$ cat config.mk
export PLATFORM = sky130hd
export DESIGN_NAME = ramped_fsk_sweep_engine
export DESIGN_NICKNAME = d
export VERILOG_FILES = /design/src/sweep_pkg.sv /design/src/ramp_rate_timer.sv /design/src/ramped_fsk_sweep_engine.sv
export VERILOG_INCLUDE_DIRS = /design/src
export SDC_FILE = /design/constraint.sdc
export NUM_CORES = 2
export LEC_CHECK = 0
export BUFFER_PORTS_ARGS = -buffer_cell sky130_fd_sc_hd__clkbuf_2
export CAP_MARGIN = 25
export CORE_ASPECT_RATIO = 0.7
export CORE_UTILIZATION = 55
export DETAILED_ROUTE_END_ITERATION = 10
export PLACE_DENSITY = 0.72
export SLEW_MARGIN = 20
export SYNTH_ARGS = -nofsm -noshare
export SYNTH_HDL_FRONTEND = slang
export SYNTH_HIERARCHICAL = 1
export SYNTH_SLANG_ARGS = --single-unit
$ cat constraint.sdc
create_clock -name sys_clk -period 6.1 [get_ports sys_clk]
set_input_delay 0.915 -clock sys_clk [delete_from_list [all_inputs] [get_ports sys_clk]]
set_output_delay 0.915 -clock sys_clk [all_outputs]
set_load 0.03 [all_outputs]
$ cat src/sweep_consts.svh
// offsets, field positions and reset values of the ramped sweep engine
`ifndef SWEEP_CONSTS_SVH
`define SWEEP_CONSTS_SVH

`define ADDR_W            6
`define OFF_LOW_WORD      6'h04
`define OFF_HIGH_WORD     6'h0a
`define OFF_STEP_WORD     6'h10
`define OFF_RAMP_RATE     6'h1a
`define OFF_CONTROL       6'h1f
`define OFF_STATUS        6'h20
`define WORD_BYTES        6'h06
`define RATE_BYTES        6'h03
`define ONE_BYTE          6'h01

`define CTRL_STEP_CLR_BIT 7
`define CTRL_FULL_CLR_BIT 6
`define CTRL_TRIANGLE_BIT 5
`define CTRL_MODE_MSB     3
`define CTRL_MODE_LSB     1

`define WORD_RESET        48'h0000_0000_0000
`define RATE_RESET        20'h0_0000
`define BYTE_ZERO         8'h00

`endif

$ cat src/sweep_pkg.sv
// types shared by the ramped sweep engine files
package sweep_pkg;

    typedef enum logic [2:0]
    {
        MODE_SINGLE    = 3'b000,
        MODE_KEYING    = 3'b001,
        MODE_RAMPED    = 3'b010,
        MODE_CHIRP     = 3'b011,
        MODE_PHASE_KEY = 3'b100
    } mode_t;

    typedef enum logic [1:0]
    {
        ST_IDLE  = 2'b00,
        ST_RAMP  = 2'b01,
        ST_DWELL = 2'b10
    } sweep_state_t;

    typedef struct packed
    {
        logic  stepClear;
        logic  fullClear;
        logic  triangle;
        mode_t mode;
    } ctrl_t;

    typedef struct packed
    {
        logic       wr;
        logic       rd;
        logic [5:0] addr;
        logic [7:0] data;
    } reg_req_t;

endpackage

$ cat src/ramp_rate_timer.sv
// countdown timer that paces the frequency steps
`timescale 1ns/10ps
module ramp_rate_timer #(
    parameter int RATE_W = 20
) (
    input  wire logic              sys_clk,
    input  wire logic              rst_n,
    input  wire logic              enable,
    input  wire logic              restart,
    input  wire logic [RATE_W-1:0] rate,
    output logic                   tick
);
    logic [RATE_W-1:0] cnt_q;
    logic [RATE_W-1:0] cnt_d;
    logic [RATE_W-1:0] loaded_q;
    logic [RATE_W-1:0] gap_q;
    logic              seen_q;

    // a new rate is picked up at each reload, so slope changes land on a step boundary
    assign tick  = enable && !restart && (cnt_q == '0);
    assign cnt_d = (!enable || restart || tick) ? rate : cnt_q - 1'b1;

    always_ff @(posedge sys_clk or negedge rst_n)
    begin
        if (!rst_n)
            cnt_q <= '0;
        else
            cnt_q <= cnt_d;
    end

    // helper for checking: rate actually loaded and cycles since the load
    always_ff @(posedge sys_clk or negedge rst_n)
    begin
        if (!rst_n)
        begin
            loaded_q <= '0;
            gap_q    <= '0;
            seen_q   <= 1'b0;
        end
        else
        begin
            seen_q <= enable && !restart;
            if (!enable || restart || tick)
            begin
                loaded_q <= rate;
                gap_q    <= '0;
            end
            else
                gap_q <= gap_q + 1'b1;
        end
    end
endmodule

$ cat src/ramped_fsk_sweep_engine.sv
// ramped keying sweep engine: buffered registers, step accumulator, phase accumulator
// Operation
// - ramp rate timer is a 20-bit down-counter pulsing at zero.
// - a level change on the key input starts the ramp counter.
// - ramp pulses are spaced rate plus one system clocks apart.
// - at destination the counter stops and frequency holds while key stays.
// - each ramp pulse adds the 48-bit step word to the accumulator.
// - accumulator is added to low or subtracted from high, feeding phase.
// - early key toggle reverses the ramp at same rate and step.
// - triangle bit sweeps up and down continuously, key ignored.
// - triangle rise starts at high if key high, else at low.
// - new step and rate values are accepted at any time mid-ramp.
// - step clear gives a one-cycle accumulator clear; ramping resumes.
// - step clear held high re-clears on each update clock rising edge.
// - full clear holds both accumulators at zero while high.
// - ramped keying stays between tone words, chirp has no upper limit.
// - ramped sweep behaviour is active for mode code 010.
// - mode field in control register selects the five operating modes.
// - buffered values reach the core only on update clock rising edges.
`timescale 1ns/10ps
`include "sweep_consts.svh"
module ramped_fsk_sweep_engine #(
    parameter int WORD_W = 48,
    parameter int RATE_W = 20
) (
    input  wire logic                sys_clk,
    input  wire logic                rst_n,
    input  wire sweep_pkg::reg_req_t regReq,
    output logic [7:0]               rdData,
    input  wire logic                updateClock,
    input  wire logic                keySelectInput,
    output logic [WORD_W-1:0]        tuningWord,
    output logic [WORD_W-1:0]        phaseWord,
    output logic                     sweeping,
    output logic                     atDestination
);
    import sweep_pkg::*;

    // byte lanes of a wide word, byte 0 being the most significant
    function automatic logic [47:0] putByte(input logic [47:0] w, input logic [2:0] idx, input logic [7:0] b);
        logic [47:0] r;
        r = w;
        for (int i = 0; i < 6; i++)
            if (idx == 3'(i))
                r[8*(5-i) +: 8] = b;
        return r;
    endfunction

    function automatic logic [7:0] getByte(input logic [47:0] w, input logic [2:0] idx);
        logic [7:0] r;
        r = 8'h00;
        for (int i = 0; i < 6; i++)
            if (idx == 3'(i))
                r = w[8*(5-i) +: 8];
        return r;
    endfunction

    function automatic logic inWindow(input logic [5:0] a, input logic [5:0] base, input logic [5:0] n);
        return (a >= base) && ((a - base) < n);
    endfunction

    logic [WORD_W-1:0] lowBuf_q, highBuf_q, stepBuf_q;
    logic [RATE_W-1:0] rateBuf_q;
    ctrl_t             ctrlBuf_q;
    logic [WORD_W-1:0] lowA_q, highA_q, stepA_q;
    logic [RATE_W-1:0] rateA_q;
    ctrl_t             ctrlA_q;
    logic [WORD_W-1:0] acc_q, acc_d, freq_q, freq_d, phase_q;
    logic              up_q, up_d;
    sweep_state_t      state_q, state_d;
    logic              updPrev_q, keyPrev_q, triPrev_q, clrPulse_q;
    logic [7:0]        rdData_q;

    // register decode
    wire        selLow    = inWindow(regReq.addr, `OFF_LOW_WORD, `WORD_BYTES);
    wire        selHigh   = inWindow(regReq.addr, `OFF_HIGH_WORD, `WORD_BYTES);
    wire        selStep   = inWindow(regReq.addr, `OFF_STEP_WORD, `WORD_BYTES);
    wire        selRate   = inWindow(regReq.addr, `OFF_RAMP_RATE, `RATE_BYTES);
    wire        selCtrl   = inWindow(regReq.addr, `OFF_CONTROL, `ONE_BYTE);
    wire        selStatus = inWindow(regReq.addr, `OFF_STATUS, `ONE_BYTE);
    wire  [2:0] idxLow    = 3'(regReq.addr - `OFF_LOW_WORD);
    wire  [2:0] idxHigh   = 3'(regReq.addr - `OFF_HIGH_WORD);
    wire  [2:0] idxStep   = 3'(regReq.addr - `OFF_STEP_WORD);
    wire  [2:0] idxRate   = 3'(regReq.addr - `OFF_RAMP_RATE);
    wire [47:0] rateWide  = {28'h000_0000, rateBuf_q};
    wire [47:0] rateNew   = putByte(rateWide, 3'(idxRate + 3'h3), regReq.data);
    wire  [7:0] ctrlByte  = {ctrlBuf_q.stepClear, ctrlBuf_q.fullClear, ctrlBuf_q.triangle,
                             1'b0, ctrlBuf_q.mode, 1'b0};
    wire  [7:0] statusByte = {5'h00, up_q, state_q == ST_DWELL, state_q == ST_RAMP};
    wire  [7:0] readByte  = selLow    ? getByte(lowBuf_q, idxLow)   :
                            selHigh   ? getByte(highBuf_q, idxHigh) :
                            selStep   ? getByte(stepBuf_q, idxStep) :
                            selRate   ? getByte(rateWide, 3'(idxRate + 3'h3)) :
                            selCtrl   ? ctrlByte   :
                            selStatus ? statusByte : `BYTE_ZERO;

    // buffer registers: writes are held here until an update edge; unmapped writes are dropped
    always_ff @(posedge sys_clk or negedge rst_n)
    begin
        if (!rst_n)
        begin
            lowBuf_q  <= `WORD_RESET;
            highBuf_q <= `WORD_RESET;
            stepBuf_q <= `WORD_RESET;
            rateBuf_q <= `RATE_RESET;
            ctrlBuf_q <= '0;
            rdData_q  <= `BYTE_ZERO;
        end
        else
        begin
            if (regReq.wr && selLow)
                lowBuf_q <= putByte(lowBuf_q, idxLow, regReq.data);
            if (regReq.wr && selHigh)
                highBuf_q <= putByte(highBuf_q, idxHigh, regReq.data);
            if (regReq.wr && selStep)
                stepBuf_q <= putByte(stepBuf_q, idxStep, regReq.data);
            if (regReq.wr && selRate)
                rateBuf_q <= rateNew[RATE_W-1:0];
            if (regReq.wr && selCtrl)
                ctrlBuf_q <= {regReq.data[`CTRL_STEP_CLR_BIT], regReq.data[`CTRL_FULL_CLR_BIT],
                              regReq.data[`CTRL_TRIANGLE_BIT],
                              mode_t'(regReq.data[`CTRL_MODE_MSB:`CTRL_MODE_LSB])};
            if (regReq.rd)
                rdData_q <= readByte;
        end
    end

    // update edge moves buffers into the core; step and rate may change mid-ramp
    wire updEdge = updateClock && !updPrev_q;

    always_ff @(posedge sys_clk or negedge rst_n)
    begin
        if (!rst_n)
        begin
            lowA_q  <= `WORD_RESET;
            highA_q <= `WORD_RESET;
            stepA_q <= `WORD_RESET;
            rateA_q <= `RATE_RESET;
            ctrlA_q <= '0;
        end
        else if (updEdge)
        begin
            lowA_q  <= lowBuf_q;
            highA_q <= highBuf_q;
            stepA_q <= stepBuf_q;
            rateA_q <= rateBuf_q;
            ctrlA_q <= ctrlBuf_q;
        end
    end

    // edge trackers and the one-cycle step clear, re-fired on every update edge
    always_ff @(posedge sys_clk or negedge rst_n)
    begin
        if (!rst_n)
        begin
            updPrev_q  <= 1'b0;
            keyPrev_q  <= 1'b0;
            triPrev_q  <= 1'b0;
            clrPulse_q <= 1'b0;
        end
        else
        begin
            updPrev_q  <= updateClock;
            keyPrev_q  <= keySelectInput;
            triPrev_q  <= ctrlA_q.triangle;
            clrPulse_q <= updEdge && ctrlBuf_q.stepClear;
        end
    end

    // sweep decode
    wire              ramped   = (ctrlA_q.mode == MODE_RAMPED);
    wire              chirp    = (ctrlA_q.mode == MODE_CHIRP);
    wire              fullClr  = ctrlA_q.fullClear;
    wire              triRise  = ramped && ctrlA_q.triangle && !triPrev_q;
    wire              keyEdge  = ramped && !ctrlA_q.triangle && (keySelectInput != keyPrev_q);
    wire [WORD_W-1:0] span     = highA_q - lowA_q;
    wire   [WORD_W:0] accSum   = {1'b0, acc_q} + {1'b0, stepA_q};
    wire              reachEnd = accSum >= {1'b0, span};
    wire [WORD_W-1:0] curFreq  = up_q ? lowA_q + acc_q : highA_q - acc_q;
    wire [WORD_W-1:0] rebase   = keySelectInput ? curFreq - lowA_q : highA_q - curFreq;
    wire              tmrRun   = (state_q == ST_RAMP) && !fullClr && (ramped || chirp);
    wire              tmrLoad  = triRise || keyEdge || clrPulse_q;
    logic             tick;

    ramp_rate_timer #(
        .RATE_W (RATE_W)
    ) u_timer (
        .sys_clk (sys_clk),
        .rst_n   (rst_n),
        .enable  (tmrRun),
        .restart (tmrLoad),
        .rate    (rateA_q),
        .tick    (tick)
    );

    // sweep state: direction, distance travelled from the start point, running or dwelling
    always_comb
    begin
        acc_d   = acc_q;
        up_d    = up_q;
        state_d = state_q;
        if (fullClr)
            acc_d = '0;
        else if (chirp)
        begin
            state_d = ST_RAMP;
            if (clrPulse_q)
                acc_d = '0;
            else if (tick)
                acc_d = acc_q + stepA_q;
        end
        else if (!ramped)
        begin
            acc_d   = '0;
            state_d = ST_IDLE;
        end
        else if (triRise)
        begin
            up_d    = !keySelectInput;
            acc_d   = '0;
            state_d = ST_RAMP;
        end
        else if (keyEdge)
        begin
            up_d    = keySelectInput;
            acc_d   = rebase;
            state_d = ST_RAMP;
        end
        else if (clrPulse_q)
        begin
            acc_d   = '0;
            // before any key change the clear only zeroes; the timer still waits for the key
            state_d = (state_q == ST_IDLE) ? ST_IDLE : ST_RAMP;
        end
        else if (tick)
        begin
            case (state_q)
                ST_RAMP:
                begin
                    if (!reachEnd)
                        acc_d = accSum[WORD_W-1:0];
                    else if (ctrlA_q.triangle)
                    begin
                        up_d  = !up_q;
                        acc_d = '0;
                    end
                    else
                    begin
                        acc_d   = span;
                        state_d = ST_DWELL;
                    end
                end
                default:
                    state_d = state_q;
            endcase
        end
    end

    // frequency feeding the phase accumulator, chosen by mode
    always_comb
    begin
        case (ctrlA_q.mode)
            MODE_KEYING: freq_d = keySelectInput ? highA_q : lowA_q;
            MODE_RAMPED: freq_d = curFreq;
            MODE_CHIRP:  freq_d = lowA_q + acc_q;
            default:     freq_d = lowA_q;
        endcase
        if (fullClr)
            freq_d = '0;
    end

    // accumulators; full clear keeps the phase at zero for as long as the bit stays set
    always_ff @(posedge sys_clk or negedge rst_n)
    begin
        if (!rst_n)
        begin
            acc_q   <= `WORD_RESET;
            up_q    <= 1'b1;
            state_q <= ST_IDLE;
            freq_q  <= `WORD_RESET;
            phase_q <= `WORD_RESET;
        end
        else
        begin
            acc_q   <= acc_d;
            up_q    <= up_d;
            state_q <= state_d;
            freq_q  <= freq_d;
            phase_q <= fullClr ? `WORD_RESET : phase_q + freq_q;
        end
    end

    assign rdData        = rdData_q;
    assign tuningWord    = freq_q;
    assign phaseWord     = phase_q;
    assign sweeping      = (state_q == ST_RAMP);
    assign atDestination = (state_q == ST_DWELL);

    wire quiet = ramped && !fullClr && !triRise && !keyEdge && !clrPulse_q;
endmodule

==> out/qor.yml <==
pwr:
  clkPwrFrac_pct: 12.4
  ir_worst_vdd_v: 0.0005351
  p_comb_share_pct: 71.7
  p_int_mw: 15.90
  leakagePower_nw: 25.02
  seq_power_share_pct: 15.9
  swShare_pct: 49.83
  pwr_density_cell_nw_per_um2: 614.6
  power_switching_mw: 15.79
synthesis:
  synth_seq_cells: 518
  synth-edff-count: 0
  yosys_most_used_dff: "dfrtp_1"
  synth_area_um2: 44350
  syn_nets: 5556
  async_reset_ff_share_pct: 100.0
  synth_cells: 5138
  yosysUniqueCellTypes: 96
  yosysWarnings: 6
  syn_area_per_cell_um2: 8.632
  seq_area_frac_synth_pct: 29.23
global_routing:
  grt_overflow: 0
  gr-max-usage-layer: "met1"
  grtUsageMet3_pct: 11.05
  use_met1_pct: 60.60
  grt_start_max_net_pins: 161
  antenna_found_initial: 3
  grtUsageMet2_pct: 59.99
  grt_pass1_vias: 39850
  grt_pass1_wl_um: 260100
  track_usage_pct: 42.74
timing:
  final-hold-violation-count: 0
  hold_slack_ps: 260.5
  final.setup.tns_ps: 0
  maxSlewHeadroom_pct: 29.38
  fin_crit_sh_pct: 98.65
  fin_crit_ps: 6017
  clock_skew_ps: 28.93
  rsz0062_at_grt: "yes"
  slew_viol_final: 0
  fmax_mhz: 166.2
  tightestPinTransition_ps: 1055
  setup_viol: 0
floorplanning:
  die_h_um: 239.6
  pin_count: 126
  placeableCoreArea_um2: 79300
  rows: 86
  dieArea_um2: 81790
  start_util_pct: 55.92
  die_w_um: 341.4
detailed_routing:
  vias: 43610
  viasPerCell: 6.610
  wl_um: 180200
  ant_nets: 0
  dr.pass1.iters: 6
  post-route-drc-count: 0
  wl_per_cell_um: 27.32
  drtIter0Drc: 5556
final_layout:
  drive_gt1_share_pct: 20.95
  layout_common_cells: "dfrtp_1 (514), a21oi_1 (429), nand2_1 (422), buf_4 (398), ha_1 (382)"
  num-nets-final: 5914
  mostFrequentLayoutCell: "dfrtp_1"
  diodes: 0
  area_growth_pct: 16.26
  fillers: 6709
setup_path:
  slowest_stage: "fa_2"
  path_common_cell: "buf_4"
  crit_path_end_kind: "flip-flop"
  cp_max_fo: 6
  critPathRequiredTime_ps: 6590
  path_class: "reg -> reg"
  crit_path_start_kind: "flip-flop"
  max_stage_delay_ps: 390
  cp_data_arrival_time_ps: 6510
clock_tree:
  cts_made_buffers: 55
  clk_latency_ps: 670
  cts_tree: "built"
  path_clk_slew_ps: 70
  clock-sinks: 518
  cts_buffer_depth: 3
  htreeDepth: 2
  cts-root-buf: "clkbuf_16"
status:
  outcome: "complete, no violations"
placed_design:
  routabilityCongestion: 1.055
  hpwl_um: 141800
  portBuffers: 125
hold_path:
  hp-class: "in -> async"
run:
  drv_cap: 0
power groups by stage:
stage | Combinational, mW | Clock [mW] | Sequential, mW
detailed placement | 21.0 | 0 | 5.06
global placement | 21.0 | 0 | 5.04
global route | 24.4 | 4.06 | 5.08
floorplan | 13.4 | 0 | 5.33
CTS | 21.3 | 3.94 | 5.01
finish | 22.7 | 3.93 | 5.04
synth_stat cells (54+ instances only):
cell / number / share of area (%)
a211oi_1: 55 / 0.93
a21o_1: 210 / 3.6
a21oi_1: 450 / 5.1
a31oi_1: 59 / 0.83
and3_1: 55 / 0.78
clkbuf_1: 197 / 1.7
dfrtp_1: 517 / 29
ha_1: 391 / 11
inv_1: 247 / 2.1
mux2_2: 335 / 8.5
mux2i_1: 95 / 2.1
nand2_1: 423 / 3.6
nand3_1: 99 / 1.1
nand4_1: 61 / 0.86
nor2_1: 377 / 3.2
nor3_1: 88 / 0.99
o21a_1: 56 / 0.95
o21ai_0: 341 / 3.8
o21bai_1: 54 / 0.91
xnor2_1: 163 / 3.2
xor2_1: 119 / 2.4
final timing paths:
kind | startpoint | endpoint | slack, ps | depth (start not counted)
max | highA_q[0]$_DFFE_PN0P_ | acc_q[1]$_DFFE_PN0P_ | 80 | 30
min | rst_n | updPrev_q$_DFF_PN0_ | 260 | 1
max reg2reg | highA_q[0]$_DFFE_PN0P_ | acc_q[1]$_DFFE_PN0P_ | 80 | 30
min reg2reg | rateA_q[9]$_DFFE_PN0P_ | rateA_q[9]$_DFFE_PN0P_ | 510 | 1
max in group asynchronous | rst_n | fullClr$_DFFE_PN0P_ | 4460 | 2
min in group sys_clk | updateClock | updPrev_q$_DFF_PN0_ | 420 | 1
critical path: cells and delay by family, from the launching register on:
family,cells,cell delay (ps)
flip-flops,1,360
AND/OR/NAND/NOR,2,280
AO/OA/AOI/OAI,15,2800
buffers and inverters,9,1260
adder cells (fa/ha/maj),3,790
multiplexers,1,320
cell families (layout without fill, tap and decap cells):
logic type	Yosys count	count (layout)	share of synthesized area [%]
buffers and inverters	487	891	4.221
AO/OA/AOI/OAI	1671	1671	24.38
AND/OR/NAND/NOR	1343	1343	14.19
adder cells (fa/ha/maj)	398	398	11.35
flip-flops	518	518	29.23
multiplexers	438	438	11.01
XOR/XNOR	283	283	5.620
area by class of cell:
| cell class | instances | area (um^2) | share of cell area [%] |
|---|---|---|---|
| Timing Repair Buffer | 537 | 3885 | 7.535 |
| Inverter | 251 | 942.2 | 1.827 |
| Clock buffer | 72 | 1572 | 3.048 |
| Sequential cell | 518 | 12970 | 25.16 |
| Multi-Input combinational cell | 4133 | 30370 | 58.90 |
| Tap cell | 1056 | 1321 | 2.563 |
| Clock inverter | 31 | 499.2 | 0.9683 |
per-stage QoR:
step | instance area, um^2 | worst slack [ps] | utilization (%) | std cells | power [mW]
after floorplan | 44350 | 549.0 | - | 5138 | 18.77
after global placement | 48370 | -331.1 | 61.00 | 6466 | 26.06
after detailed placement | 48370 | -511.7 | 61.00 | 6466 | 26.08
after CTS | 50600 | 7.000 | 63.81 | 6575 | 30.27
after global routing | 51560 | -118.4 | 65.02 | 6598 | 33.51
final | 51560 | 82.53 | 65.02 | 6598 | 31.69
timing repair:
action | CTS | global route
pin swaps | 12 | 77
hold buffers | 0 | 0
setup buffers | 6 | 22
endpoints found under the setup margin | 51 | 51
gates resized for setup | 30 | 154
cloned | 0 | 2
registers in the layout, summed over array words and instances (netlist names), 2 cells and up:
name           count
tuningWord        48
ctrlBuf_q          6
stepA_q           48
ctrlA_q            4
lowBuf_q          48
rateBuf_q         20
rateA_q           20
highA_q           48
u_timer/cnt_q     20
phaseWord         48
stepBuf_q         48
highBuf_q         48
acc_q             48
rdData             8
state_q            2
lowA_q            48
metal layers:
metal | routed length [um] | vias to the layer above | part of all wire (%)
met5 | 0 | - | 0
met4 | 10050 | 0 | 5.6
met3 | 21090 | 457 | 12
met2 | 73080 | 2501 | 41
met1 | 76020 | 20970 | 42
li1 | - | 19690 | -
Note: power is estimated with default switching activity, not from simulation.
